`config.mk`:
```
export PLATFORM = sky130hd
export DESIGN_NAME = pcrc_top
export DESIGN_NICKNAME = d
export VERILOG_FILES = /design/src/hw/pcrc_pkg.sv /design/src/hw/pcrc_shifter.sv /design/src/hw/pcrc_top.sv
export SDC_FILE = /design/constraint.sdc
export NUM_CORES = 2
export LEC_CHECK = 0
export ABC_AREA = 1
export BUFFER_PORTS_ARGS = -buffer_cell sky130_fd_sc_hd__buf_4
export CAP_MARGIN = 20
export CORE_ASPECT_RATIO = 0.5
export CORE_UTILIZATION = 59
export CTS_BUF_LIST = sky130_fd_sc_hd__clkbuf_2
export DETAILED_ROUTE_END_ITERATION = 10
export GPL_TIMING_DRIVEN = 1
export PLACE_DENSITY = 0.79
export SLEW_MARGIN = 25
export SYNTH_ARGS = -nofsm -noshare
export SYNTH_HDL_FRONTEND = slang
export SYNTH_HIERARCHICAL = 1
export SYNTH_SLANG_ARGS = --single-unit
```
`constraint.sdc`:
```
create_clock -name clk_in -period 24.3 [get_ports clk_in]
set_clock_uncertainty 0.2 [all_clocks]
set_input_delay 4.86 -clock clk_in [delete_from_list [all_inputs] [get_ports clk_in]]
set_output_delay 4.86 -clock clk_in [all_outputs]
set_load 0.01 [all_outputs]
```
`src/hw/pcrc_pkg.sv`:
```
// Purpose: Constants shared by the programmable CRC engine.
// Assumes: APB with 32-bit data, one aligned word per register.
// Notes:   Offsets are byte addresses.
package pcrc_pkg;
  // ==========================================================================
  // Register offsets
  localparam logic [7:0] OFF_CTRL1     = 8'h00;
  localparam logic [7:0] OFF_CTRL2     = 8'h04;
  localparam logic [7:0] OFF_TAPS_LO   = 8'h08;
  localparam logic [7:0] OFF_TAPS_HI   = 8'h0c;
  localparam logic [7:0] OFF_IN_LO     = 8'h10;
  localparam logic [7:0] OFF_IN_HI     = 8'h14;
  localparam logic [7:0] OFF_RES_LO    = 8'h18;
  localparam logic [7:0] OFF_RES_HI    = 8'h1c;
  localparam logic [7:0] OFF_IRQ_STAT  = 8'h20;
  localparam logic [7:0] OFF_IRQ_MASK  = 8'h24;
  // ==========================================================================
  // Control one field positions
  localparam int BIT_ON      = 15;
  localparam int BIT_IDLE    = 13;
  localparam int POS_COUNT   = 8;
  localparam int BIT_FULL    = 7;
  localparam int BIT_EMPTY   = 6;
  localparam int BIT_ISEL    = 5;
  localparam int BIT_RUN     = 4;
  localparam int BIT_LSB     = 3;
  // Control two field positions
  localparam int POS_DATA_WIDTH_FIELD  = 8;
  localparam int POS_POLY_LENGTH    = 0;
  // ==========================================================================
  // Sizes and reset values
  localparam int          FIFO_DEPTH  = 16;
  localparam logic [4:0]  DEPTH_WIDE  = 5'h10;
  localparam logic [4:0]  DEPTH_NARR  = 5'h08;
  localparam logic [4:0]  POLY_LENGTH_NARROW = 5'h07;
  localparam logic [31:0] RST_ZERO    = 32'h0000_0000;
  localparam logic [15:0] RST_CTRL2   = 16'h1f1f;
  // Interrupt status bits
  localparam int IRQ_EMPTY = 0;
  localparam int IRQ_DONE  = 1;
endpackage

```
`src/hw/pcrc_shifter.sv`:
```
// Purpose: One step of the programmable CRC shift register.
// Assumes: Length field holds the polynomial length minus one.
// Notes:   Purely combinational.
`timescale 1ns/1ns
module pcrc_shifter (
  // Current state and setup
  input  wire logic [31:0] crc_in,
  input  wire logic [31:0] taps_in,
  input  wire logic [4:0]  poly_length_in,
  // Data bit
  input  wire logic        bit_in,
  // Next state
  output logic      [31:0] crc_out
);
  // ==========================================================================
  // Feedback step
  logic [31:0] mask;
  logic        fb;
  always_comb begin
    mask    = 32'hffff_ffff >> (5'd31 - poly_length_in);
    fb      = crc_in[poly_length_in] ^ bit_in;
    crc_out = ({crc_in[30:0], 1'b0} ^ (fb ? taps_in : 32'h0000_0000)) & mask;
  end
endmodule

```
`src/hw/pcrc_top.sv`:
```
// Purpose: Programmable CRC engine with input FIFO behind APB.
// Assumes: 20 MHz clock, single clock domain.
// Notes:   One data bit is shifted per clock cycle.
`timescale 1ns/1ns
module pcrc_top (
  // Clock and reset
  input  wire logic        clk_in,
  input  wire logic        rst_in,
  // APB slave
  input  wire logic        psel_in,
  input  wire logic        penable_in,
  input  wire logic        pwrite_in,
  input  wire logic [7:0]  paddr_in,
  input  wire logic [31:0] pwdata_in,
  output logic      [31:0] prdata_out,
  output logic             pready_out,
  output logic             pslverr_out,
  // Interrupt
  output logic             irq_out
);
  typedef enum logic [1:0] {PCRC_IDLE, PCRC_SHIFT, PCRC_TAIL} pcrc_state_e;

  // ==========================================================================
  // Registers
  logic              on_q, idle_q, isel_q, run_q, lsb_q;
  logic [4:0]        data_width_field_q, poly_length_q;
  logic [31:0]       taps_q, inlo_q, res_q;
  logic [1:0]        stat_q, mask_q;
  logic [31:0]       fifo_q [pcrc_pkg::FIFO_DEPTH];
  logic [3:0]        wptr_q, rptr_q;
  logic [4:0]        count_q;
  logic [4:0]        bit_q;
  logic [4:0]        tail_q;
  logic [31:0]       word_q;
  pcrc_state_e       state_q;
  logic [31:0]       crc_next;
  logic [4:0]        limit;
  logic              wr, rd, push, pop, full, empty, done, sw_stop;

  function automatic logic hit(input logic [7:0] a, input logic [7:0] off);
    hit = (a == off);
  endfunction

  assign wr      = psel_in && penable_in && pwrite_in;
  assign rd      = psel_in && penable_in && !pwrite_in;
  assign limit   = (poly_length_q >= pcrc_pkg::POLY_LENGTH_NARROW) ? pcrc_pkg::DEPTH_NARR : pcrc_pkg::DEPTH_WIDE;
  assign full    = (count_q >= limit);
  assign empty   = (count_q == 5'h00);
  assign push    = wr && hit(paddr_in, pcrc_pkg::OFF_IN_HI) && on_q && !full;
  assign pop     = (state_q != PCRC_SHIFT || bit_q == 5'h00) && run_q && !empty && state_q != PCRC_TAIL;
  assign sw_stop = wr && hit(paddr_in, pcrc_pkg::OFF_CTRL1) && !pwdata_in[pcrc_pkg::BIT_RUN];
  assign done    = (state_q == PCRC_TAIL) && (tail_q == 5'h00) && run_q;

  // ==========================================================================
  // Configuration registers
  always_ff @(posedge clk_in or posedge rst_in) begin
    if (rst_in) begin
      on_q     <= 1'b0;
      idle_q   <= 1'b0;
      isel_q   <= 1'b0;
      lsb_q    <= 1'b0;
      data_width_field_q <= pcrc_pkg::RST_CTRL2[12:8];
      poly_length_q   <= pcrc_pkg::RST_CTRL2[4:0];
      taps_q   <= pcrc_pkg::RST_ZERO;
      inlo_q   <= pcrc_pkg::RST_ZERO;
      mask_q   <= 2'h0;
    end else if (wr) begin
      if (hit(paddr_in, pcrc_pkg::OFF_CTRL1)) begin
        on_q   <= pwdata_in[pcrc_pkg::BIT_ON];
        idle_q <= pwdata_in[pcrc_pkg::BIT_IDLE];
        isel_q <= pwdata_in[pcrc_pkg::BIT_ISEL];
        lsb_q  <= pwdata_in[pcrc_pkg::BIT_LSB];
      end
      if (hit(paddr_in, pcrc_pkg::OFF_CTRL2)) begin
        data_width_field_q <= pwdata_in[pcrc_pkg::POS_DATA_WIDTH_FIELD +: 5];
        poly_length_q   <= pwdata_in[pcrc_pkg::POS_POLY_LENGTH +: 5];
      end
      if (hit(paddr_in, pcrc_pkg::OFF_TAPS_LO)) begin
        taps_q[15:0] <= pwdata_in[15:0];
      end
      if (hit(paddr_in, pcrc_pkg::OFF_TAPS_HI)) begin
        taps_q[31:16] <= pwdata_in[15:0];
      end
      if (hit(paddr_in, pcrc_pkg::OFF_IN_LO)) begin
        inlo_q <= {16'h0000, pwdata_in[15:0]};
      end
      if (hit(paddr_in, pcrc_pkg::OFF_IRQ_MASK)) begin
        mask_q <= pwdata_in[1:0];
      end
    end
  end

  // ==========================================================================
  // Input FIFO
  always_ff @(posedge clk_in or posedge rst_in) begin
    if (rst_in) begin
      wptr_q  <= 4'h0;
      rptr_q  <= 4'h0;
      count_q <= 5'h00;
    end else if (!on_q) begin
      wptr_q  <= 4'h0;
      rptr_q  <= 4'h0;
      count_q <= 5'h00;
    end else begin
      if (push) begin
        wptr_q <= wptr_q + 4'h1;
      end
      if (pop) begin
        rptr_q <= rptr_q + 4'h1;
      end
      if (push && !pop) begin
        count_q <= count_q + 5'h01;
      end else if (pop && !push) begin
        count_q <= count_q - 5'h01;
      end
    end
  end

  always_ff @(posedge clk_in or posedge rst_in) begin
    if (rst_in) begin
      for (int i = 0; i < pcrc_pkg::FIFO_DEPTH; i++) begin
        fifo_q[i] <= pcrc_pkg::RST_ZERO;
      end
    end else if (push) begin
      fifo_q[wptr_q] <= {pwdata_in[15:0], inlo_q[15:0]};
    end
  end

  // ==========================================================================
  // Shifter state machine
  pcrc_shifter u_step (
    .crc_in  (res_q),
    .taps_in (taps_q),
    .poly_length_in (poly_length_q),
    .bit_in  (lsb_q ? word_q[0] : word_q[data_width_field_q]),
    .crc_out (crc_next)
  );

  always_ff @(posedge clk_in or posedge rst_in) begin
    if (rst_in) begin
      state_q <= PCRC_IDLE;
      bit_q   <= 5'h00;
      tail_q  <= 5'h00;
      word_q  <= pcrc_pkg::RST_ZERO;
    end else if (!on_q) begin
      state_q <= PCRC_IDLE;
      bit_q   <= 5'h00;
    end else begin
      case (state_q)
        PCRC_IDLE: begin
          if (pop) begin
            state_q <= PCRC_SHIFT;
            word_q  <= fifo_q[rptr_q];
            bit_q   <= data_width_field_q;
          end
        end
        PCRC_SHIFT: begin
          word_q <= lsb_q ? (word_q >> 1) : (word_q << 1);
          bit_q  <= bit_q - 5'h01;
          if (bit_q == 5'h00) begin
            if (pop) begin
              word_q <= fifo_q[rptr_q];
              bit_q  <= data_width_field_q;
            end else begin
              state_q <= PCRC_TAIL;
              tail_q  <= 5'((6'(poly_length_q) + 6'h01) >> 1);
            end
          end
        end
        PCRC_TAIL: begin
          if (!run_q) begin
            state_q <= PCRC_IDLE;
          end else if (tail_q == 5'h00) begin
            state_q <= PCRC_IDLE;
          end else begin
            tail_q <= tail_q - 5'h01;
          end
        end
        default: begin
          state_q <= PCRC_IDLE;
        end
      endcase
    end
  end

  // ==========================================================================
  // Run bit
  always_ff @(posedge clk_in or posedge rst_in) begin
    if (rst_in) begin
      run_q <= 1'b0;
    end else if (!on_q) begin
      run_q <= 1'b0;
    end else if (wr && hit(paddr_in, pcrc_pkg::OFF_CTRL1)) begin
      run_q <= pwdata_in[pcrc_pkg::BIT_RUN];
    end else if (done) begin
      run_q <= 1'b0;
    end
  end

  // ==========================================================================
  // Result register
  always_ff @(posedge clk_in or posedge rst_in) begin
    if (rst_in) begin
      res_q <= pcrc_pkg::RST_ZERO;
    end else if (on_q) begin
      if (wr && hit(paddr_in, pcrc_pkg::OFF_RES_LO)) begin
        res_q[15:0] <= pwdata_in[15:0];
      end else if (wr && hit(paddr_in, pcrc_pkg::OFF_RES_HI)) begin
        res_q[31:16] <= pwdata_in[15:0];
      end else if (state_q == PCRC_SHIFT) begin
        res_q <= crc_next;
      end
    end
  end

  // ==========================================================================
  // Interrupt status and output
  always_ff @(posedge clk_in or posedge rst_in) begin
    if (rst_in) begin
      stat_q  <= 2'h0;
      irq_out <= 1'b0;
    end else begin
      for (int i = 0; i < 2; i++) begin
        if (wr && hit(paddr_in, pcrc_pkg::OFF_IRQ_STAT) && pwdata_in[i]) begin
          stat_q[i] <= 1'b0;
        end
      end
      if (!isel_q && pop && !push && count_q == 5'h01) begin
        stat_q[pcrc_pkg::IRQ_EMPTY] <= 1'b1;
      end
      if (isel_q && done && !sw_stop) begin
        stat_q[pcrc_pkg::IRQ_DONE] <= 1'b1;
      end
      irq_out <= |(stat_q & mask_q);
    end
  end

  // ==========================================================================
  // APB read and response
  always_ff @(posedge clk_in or posedge rst_in) begin
    if (rst_in) begin
      prdata_out  <= pcrc_pkg::RST_ZERO;
      pready_out  <= 1'b0;
      pslverr_out <= 1'b0;
    end else begin
      pready_out  <= psel_in && !penable_in;
      pslverr_out <= 1'b0;
      if (psel_in && !penable_in && !pwrite_in) begin
        case (paddr_in)
          pcrc_pkg::OFF_CTRL1:    prdata_out <= {16'h0000, on_q, 1'b0, idle_q, count_q, full, empty,
                                                 isel_q, run_q, lsb_q, 3'h0};
          pcrc_pkg::OFF_CTRL2:    prdata_out <= {19'h00000, data_width_field_q, 3'h0, poly_length_q};
          pcrc_pkg::OFF_TAPS_LO:  prdata_out <= {16'h0000, taps_q[15:0]};
          pcrc_pkg::OFF_TAPS_HI:  prdata_out <= {16'h0000, taps_q[31:16]};
          pcrc_pkg::OFF_RES_LO:   prdata_out <= {16'h0000, res_q[15:0]};
          pcrc_pkg::OFF_RES_HI:   prdata_out <= {16'h0000, res_q[31:16]};
          pcrc_pkg::OFF_IRQ_STAT: prdata_out <= {30'h00000000, stat_q};
          pcrc_pkg::OFF_IRQ_MASK: prdata_out <= {30'h00000000, mask_q};
          default:                prdata_out <= pcrc_pkg::RST_ZERO;
        endcase
      end
    end
  end

  // ==========================================================================
  // Checks
  chk_full_limit: assert property (@(posedge clk_in) disable iff (rst_in)
    count_q <= limit) else $error("fifo count above limit");
  chk_empty_irq: assert property (@(posedge clk_in) disable iff (rst_in)
    (!isel_q && pop && !push && count_q == 5'h01) |=> stat_q[pcrc_pkg::IRQ_EMPTY])
    else $error("empty interrupt missing");
  chk_done_clears: assert property (@(posedge clk_in) disable iff (rst_in)
    (done && on_q && !wr) |=> !run_q) else $error("run bit not cleared");
  chk_off_reset: assert property (@(posedge clk_in) disable iff (rst_in)
    !on_q |=> (count_q == 5'h00 && state_q == PCRC_IDLE)) else $error("off did not reset");
  chk_push_count: assert property (@(posedge clk_in) disable iff (rst_in)
    (push && !pop && on_q) |=> count_q == $past(count_q) + 5'h01) else $error("push not counted");
  chk_tail_len: assert property (@(posedge clk_in) disable iff (rst_in)
    (state_q == PCRC_SHIFT && $past(state_q) == PCRC_SHIFT && bit_q == 5'h00 && !pop && on_q)
    |=> tail_q == 5'((6'(poly_length_q) + 6'h01) >> 1)) else $error("tail length wrong");
  chk_sw_stop: assert property (@(posedge clk_in) disable iff (rst_in)
    (sw_stop && !done) |=> !$rose(stat_q[pcrc_pkg::IRQ_DONE]) ##1 !$rose(stat_q[pcrc_pkg::IRQ_DONE]))
    else $error("software stop raised interrupt");
  chk_irq_level: assert property (@(posedge clk_in) disable iff (rst_in)
    (isel_q && done && !sw_stop) |=> ##1 (irq_out == mask_q[pcrc_pkg::IRQ_DONE]) || !mask_q[1])
    else $error("done interrupt missing");
  chk_done_irq: assert property (@(posedge clk_in) disable iff (rst_in)
    (isel_q && done && !sw_stop) |=> stat_q[pcrc_pkg::IRQ_DONE])
    else $error("done status not set");
  chk_empty_sel: assert property (@(posedge clk_in) disable iff (rst_in)
    isel_q |=> !$rose(stat_q[pcrc_pkg::IRQ_EMPTY]))
    else $error("empty status set in done mode");
  chk_full_hold: assert property (@(posedge clk_in) disable iff (rst_in)
    (wr && hit(paddr_in, pcrc_pkg::OFF_IN_HI) && full && !pop && on_q) |=> count_q == $past(count_q))
    else $error("push accepted while full");
  chk_pair_push: assert property (@(posedge clk_in) disable iff (rst_in)
    push |=> fifo_q[$past(wptr_q)] == {$past(pwdata_in[15:0]), $past(inlo_q[15:0])})
    else $error("input pair stored wrongly");
  chk_off_ptrs: assert property (@(posedge clk_in) disable iff (rst_in)
    !on_q |=> (!run_q && wptr_q == 4'h0 && rptr_q == 4'h0))
    else $error("off did not clear pointers");
  chk_run_start: assert property (@(posedge clk_in) disable iff (rst_in)
    (state_q == PCRC_IDLE && run_q && !empty && on_q) |=> state_q == PCRC_SHIFT)
    else $error("run did not start shifter");
  chk_width_start: assert property (@(posedge clk_in) disable iff (rst_in)
    (state_q == PCRC_IDLE && pop && on_q) |=> bit_q == $past(data_width_field_q))
    else $error("bit count not loaded from width");
  chk_bit_order: assert property (@(posedge clk_in) disable iff (rst_in)
    (state_q == PCRC_SHIFT && bit_q != 5'h00 && on_q)
    |=> word_q == ($past(lsb_q) ? ($past(word_q) >> 1) : ($past(word_q) << 1)))
    else $error("input word shifted the wrong way");
  chk_tail_count: assert property (@(posedge clk_in) disable iff (rst_in)
    (state_q == PCRC_TAIL && run_q && tail_q != 5'h00 && on_q) |=> tail_q == $past(tail_q) - 5'h01)
    else $error("tail count did not step");
  chk_taps_write: assert property (@(posedge clk_in) disable iff (rst_in)
    (wr && hit(paddr_in, pcrc_pkg::OFF_TAPS_LO)) |=> taps_q[15:0] == $past(pwdata_in[15:0]))
    else $error("low taps not written");
  chk_result_write: assert property (@(posedge clk_in) disable iff (rst_in)
    (wr && hit(paddr_in, pcrc_pkg::OFF_RES_LO) && on_q) |=> res_q[15:0] == $past(pwdata_in[15:0]))
    else $error("result write lost");
  chk_shift_step: assert property (@(posedge clk_in) disable iff (rst_in)
    (state_q == PCRC_SHIFT && on_q && !(wr && hit(paddr_in, pcrc_pkg::OFF_RES_LO))
     && !(wr && hit(paddr_in, pcrc_pkg::OFF_RES_HI))) |=> res_q == $past(crc_next))
    else $error("shift step not applied");
  chk_result_read: assert property (@(posedge clk_in) disable iff (rst_in)
    (psel_in && !penable_in && !pwrite_in && hit(paddr_in, pcrc_pkg::OFF_RES_LO))
    |=> prdata_out == {16'h0000, $past(res_q[15:0])})
    else $error("result read wrong");
endmodule

```
==> out/results.ini <==
[timing]
setup_violations=0
tns_ps=0
worst_slew_pin_slew_ps=1090
whs_ps=286
timing.fmax_mhz=147
hold_viol_final=0
rsz0062_at_grt=false
finalMaxSlewViolations=0
slew_headroom_pct=27.3
timing.final.crit_share_pct=28.0
fin_crit_ps=6810

[finish]
fin_util_pct=62.6
final_area_um2=36000
layout.nets=4388
final_cell_mix=nand2_1, dfrtp_1, o21ai_0
layout-drive-gt1-share_pct=10.0
final.fill_count=5058
final_common_cell=nand2_1
syn_to_final_growth_pct=4.32

[worst_setup_path]
cp.arrival_ps=1750
path_buf_inv=1
endpoint_kind=primary output
rrSetupSlack_ps=20030
rr_endpoint=word_q[2]
worst_path_dominant_cell_family=flip-flops
worst-path-stages=1
worstRegToRegCells=11
crit_chain=buf_4
rr_startpoint=rptr_q[0]
crit_type=register to primary output
critPathMaxStageDelay_ps=410
cp.required_ps=19240
cp-start-kind=register
crit_fanout=2
slowest_stage=dfrtp_1

[yosys]
ys_seq_area_share_pct=49.7
synth_area_um2=34500
yosysWarnings=6
yosys.area.top_type=dfrtp_1
synth.distinct_cells=43
ys_seq_elements=686
netlist_top_cells_area=dfrtp_1, nand2_1, o21ai_0
yosysTopAreaCellShare_pct=49.0
synth.avg_cell_area_um2=7.83
synthCells=4410
ys.flop_type=dfrtp_1
synthArstFlopShare_pct=100
synth_edf_count=0

[detailed_routing]
dr_total_vias=30700
wire_per_inst_um=18.5
drtIter0Drc=4030
drtAntennaViolNets=0
drc=0
drt_first_pass_iters=8
drt_wl_total_um=96500
via_per_inst=5.88

[hold_path]
hold_depth=2
worstHoldStart=fifo_q[359]
whs_endpoint=fifo_q[359]
hp-class=register to register

[clock_network]
postCtsSetupBuffers=0
cts-root-buf=clkbuf_2
ctsHoldBuffers=0
cts.repair.resized=0
tritoncts=built
clock_latency_ps=1260
numCtsBuffers=155
path_clk_slew_ps=100
htree_levels=4
cts_sinks=686
cts_buffer_depth=3

[global_route]
grt_pass1_wl_um=155000
antenna_found_initial=3
overflow=0
grt_max_degree=193
track_usage_pct=33.0
grt_pass1_vias=28600

[flow_run]
drv_cap=0

[floorplan]
core_um2=57600
start_util_pct=60.0
dieHeight_um=173
placementRows=62
ios=80
die_w_um=344
die_area_um2=59600

[place]
place_area_um2=34500
place.detailed.hpwl_um=54300
io_buffers=46
gp_congestion=0.930

[status]
status=complete, no violations

[power_and_ir_drop]
p_leak_nw=17.1
ir_drop_mv=0.0295
powerDensity_nw_per_um2=54.7

-- per-layer routing --
layer	GRT usage, %	vias up	share of wire (%)
met4	11.5	0	3.0
li1	-	14300	-
met1	45.6	14600	41
met2	51.0	1570	45
met3	7.81	226	11
met5	0	-	0
-- registers in the layout, indices dropped and copies added (netlist names), 2 cells and up --
name and count:
fifo_q 512, mask_q 2, data_width_field_q 5, bit_q 5, taps_q 32, state_q 2
rptr_q 4, wptr_q 4, stat_q 2, inlo_q 16, poly_length_q 5, word_q 32
tail_q 5, count_q 5, res_q 32, prdata_out 16
-- kinds of logic (layout without fill, tap and decap cells) --
group / Yosys count / count (layout) / synth area share (%)
xor+xnor: 10 / 10 / 0.254
buf+inv: 648 / 667 / 8.70
fa+ha+maj: 16 / 16 / 0.580
compound gates: 1150 / 1150 / 18.2
simple gates: 1899 / 1899 / 22.5
flops: 686 / 686 / 49.7
other cells: 1 / 19 / 0.0109
-- synthesized netlist by cell type, types with 4 or more instances --
library cell / n
a21oi_1: 56
buf_1: 15
buf_2: 26
buf_4: 22
buf_6: 58
clkbuf_1: 222
dfrtp_1: 676
dfstp_2: 10
ha_1: 16
inv_1: 292
inv_2: 7
nand2_1: 1224
nand2_2: 6
nand3_1: 255
nand4_1: 4
nand4_2: 6
nand4_4: 10
nor2_1: 380
nor3_1: 7
o211ai_1: 126
o21ai_0: 606
o21ai_1: 284
o21ai_2: 40
o22ai_1: 23
xor2_1: 8
-- tightest hold or removal path: cells and delay by family (launching register included) --
kind | cells | cell delay (ps)
AO/OA/AOI/OAI | 1 | 60
flip-flops | 1 | 350
AND/OR/NAND/NOR | 1 | 50
-- how the worst max path moves through the flow --
stage                       start             to
finish              prdata_out[2]  prdata_out[2]
global route        prdata_out[2]  prdata_out[2]
CTS                 prdata_out[2]  prdata_out[2]
detailed placement    paddr_in[7]     fifo_q[21]
global placement      paddr_in[7]     taps_q[12]
floorplan                  rst_in       bit_q[0]
-- power by group --
part / internal (W) / leakage (nW) / total [W] / switching, W
clock: 0.000284 / 1.10 / 0.000763 / 0.000479
sequential: 0.00114 / 9.29 / 0.00115 / 0.00000340
combinational: 0.0000100 / 6.71 / 0.0000613 / 0.0000512
total: 0.00144 / 17.1 / 0.00197 / 0.000534
-- cell type report --
type | instances | area, µm² | area share, %
inverters | 302 | 1150 | 3.19
repair buffers | 90 | 795 | 2.21
clock buffers | 237 | 1190 | 3.29
clock inverters | 38 | 249 | 0.691
multi-input cells | 3092 | 14500 | 40.2
flip-flops and latches | 686 | 17200 | 47.7
diodes | 2 | 5.00 | 0.0139
well taps | 768 | 961 | 2.67
-- stage by stage --
stage | worst slack, ps | total power (W) | instances
2_1_floorplan | 23.3 | 0.00121 | 4426
3_3_place_gp | 16400 | 0.00123 | 4932
3_5_place_dp | 16510 | 0.00123 | 4935
4_1_cts | 17400 | 0.00198 | 5210
5_1_grt | 17360 | 0.00205 | 5215
6_report | 17490 | 0.00197 | 5215
(Power assumes the default switching activity.)
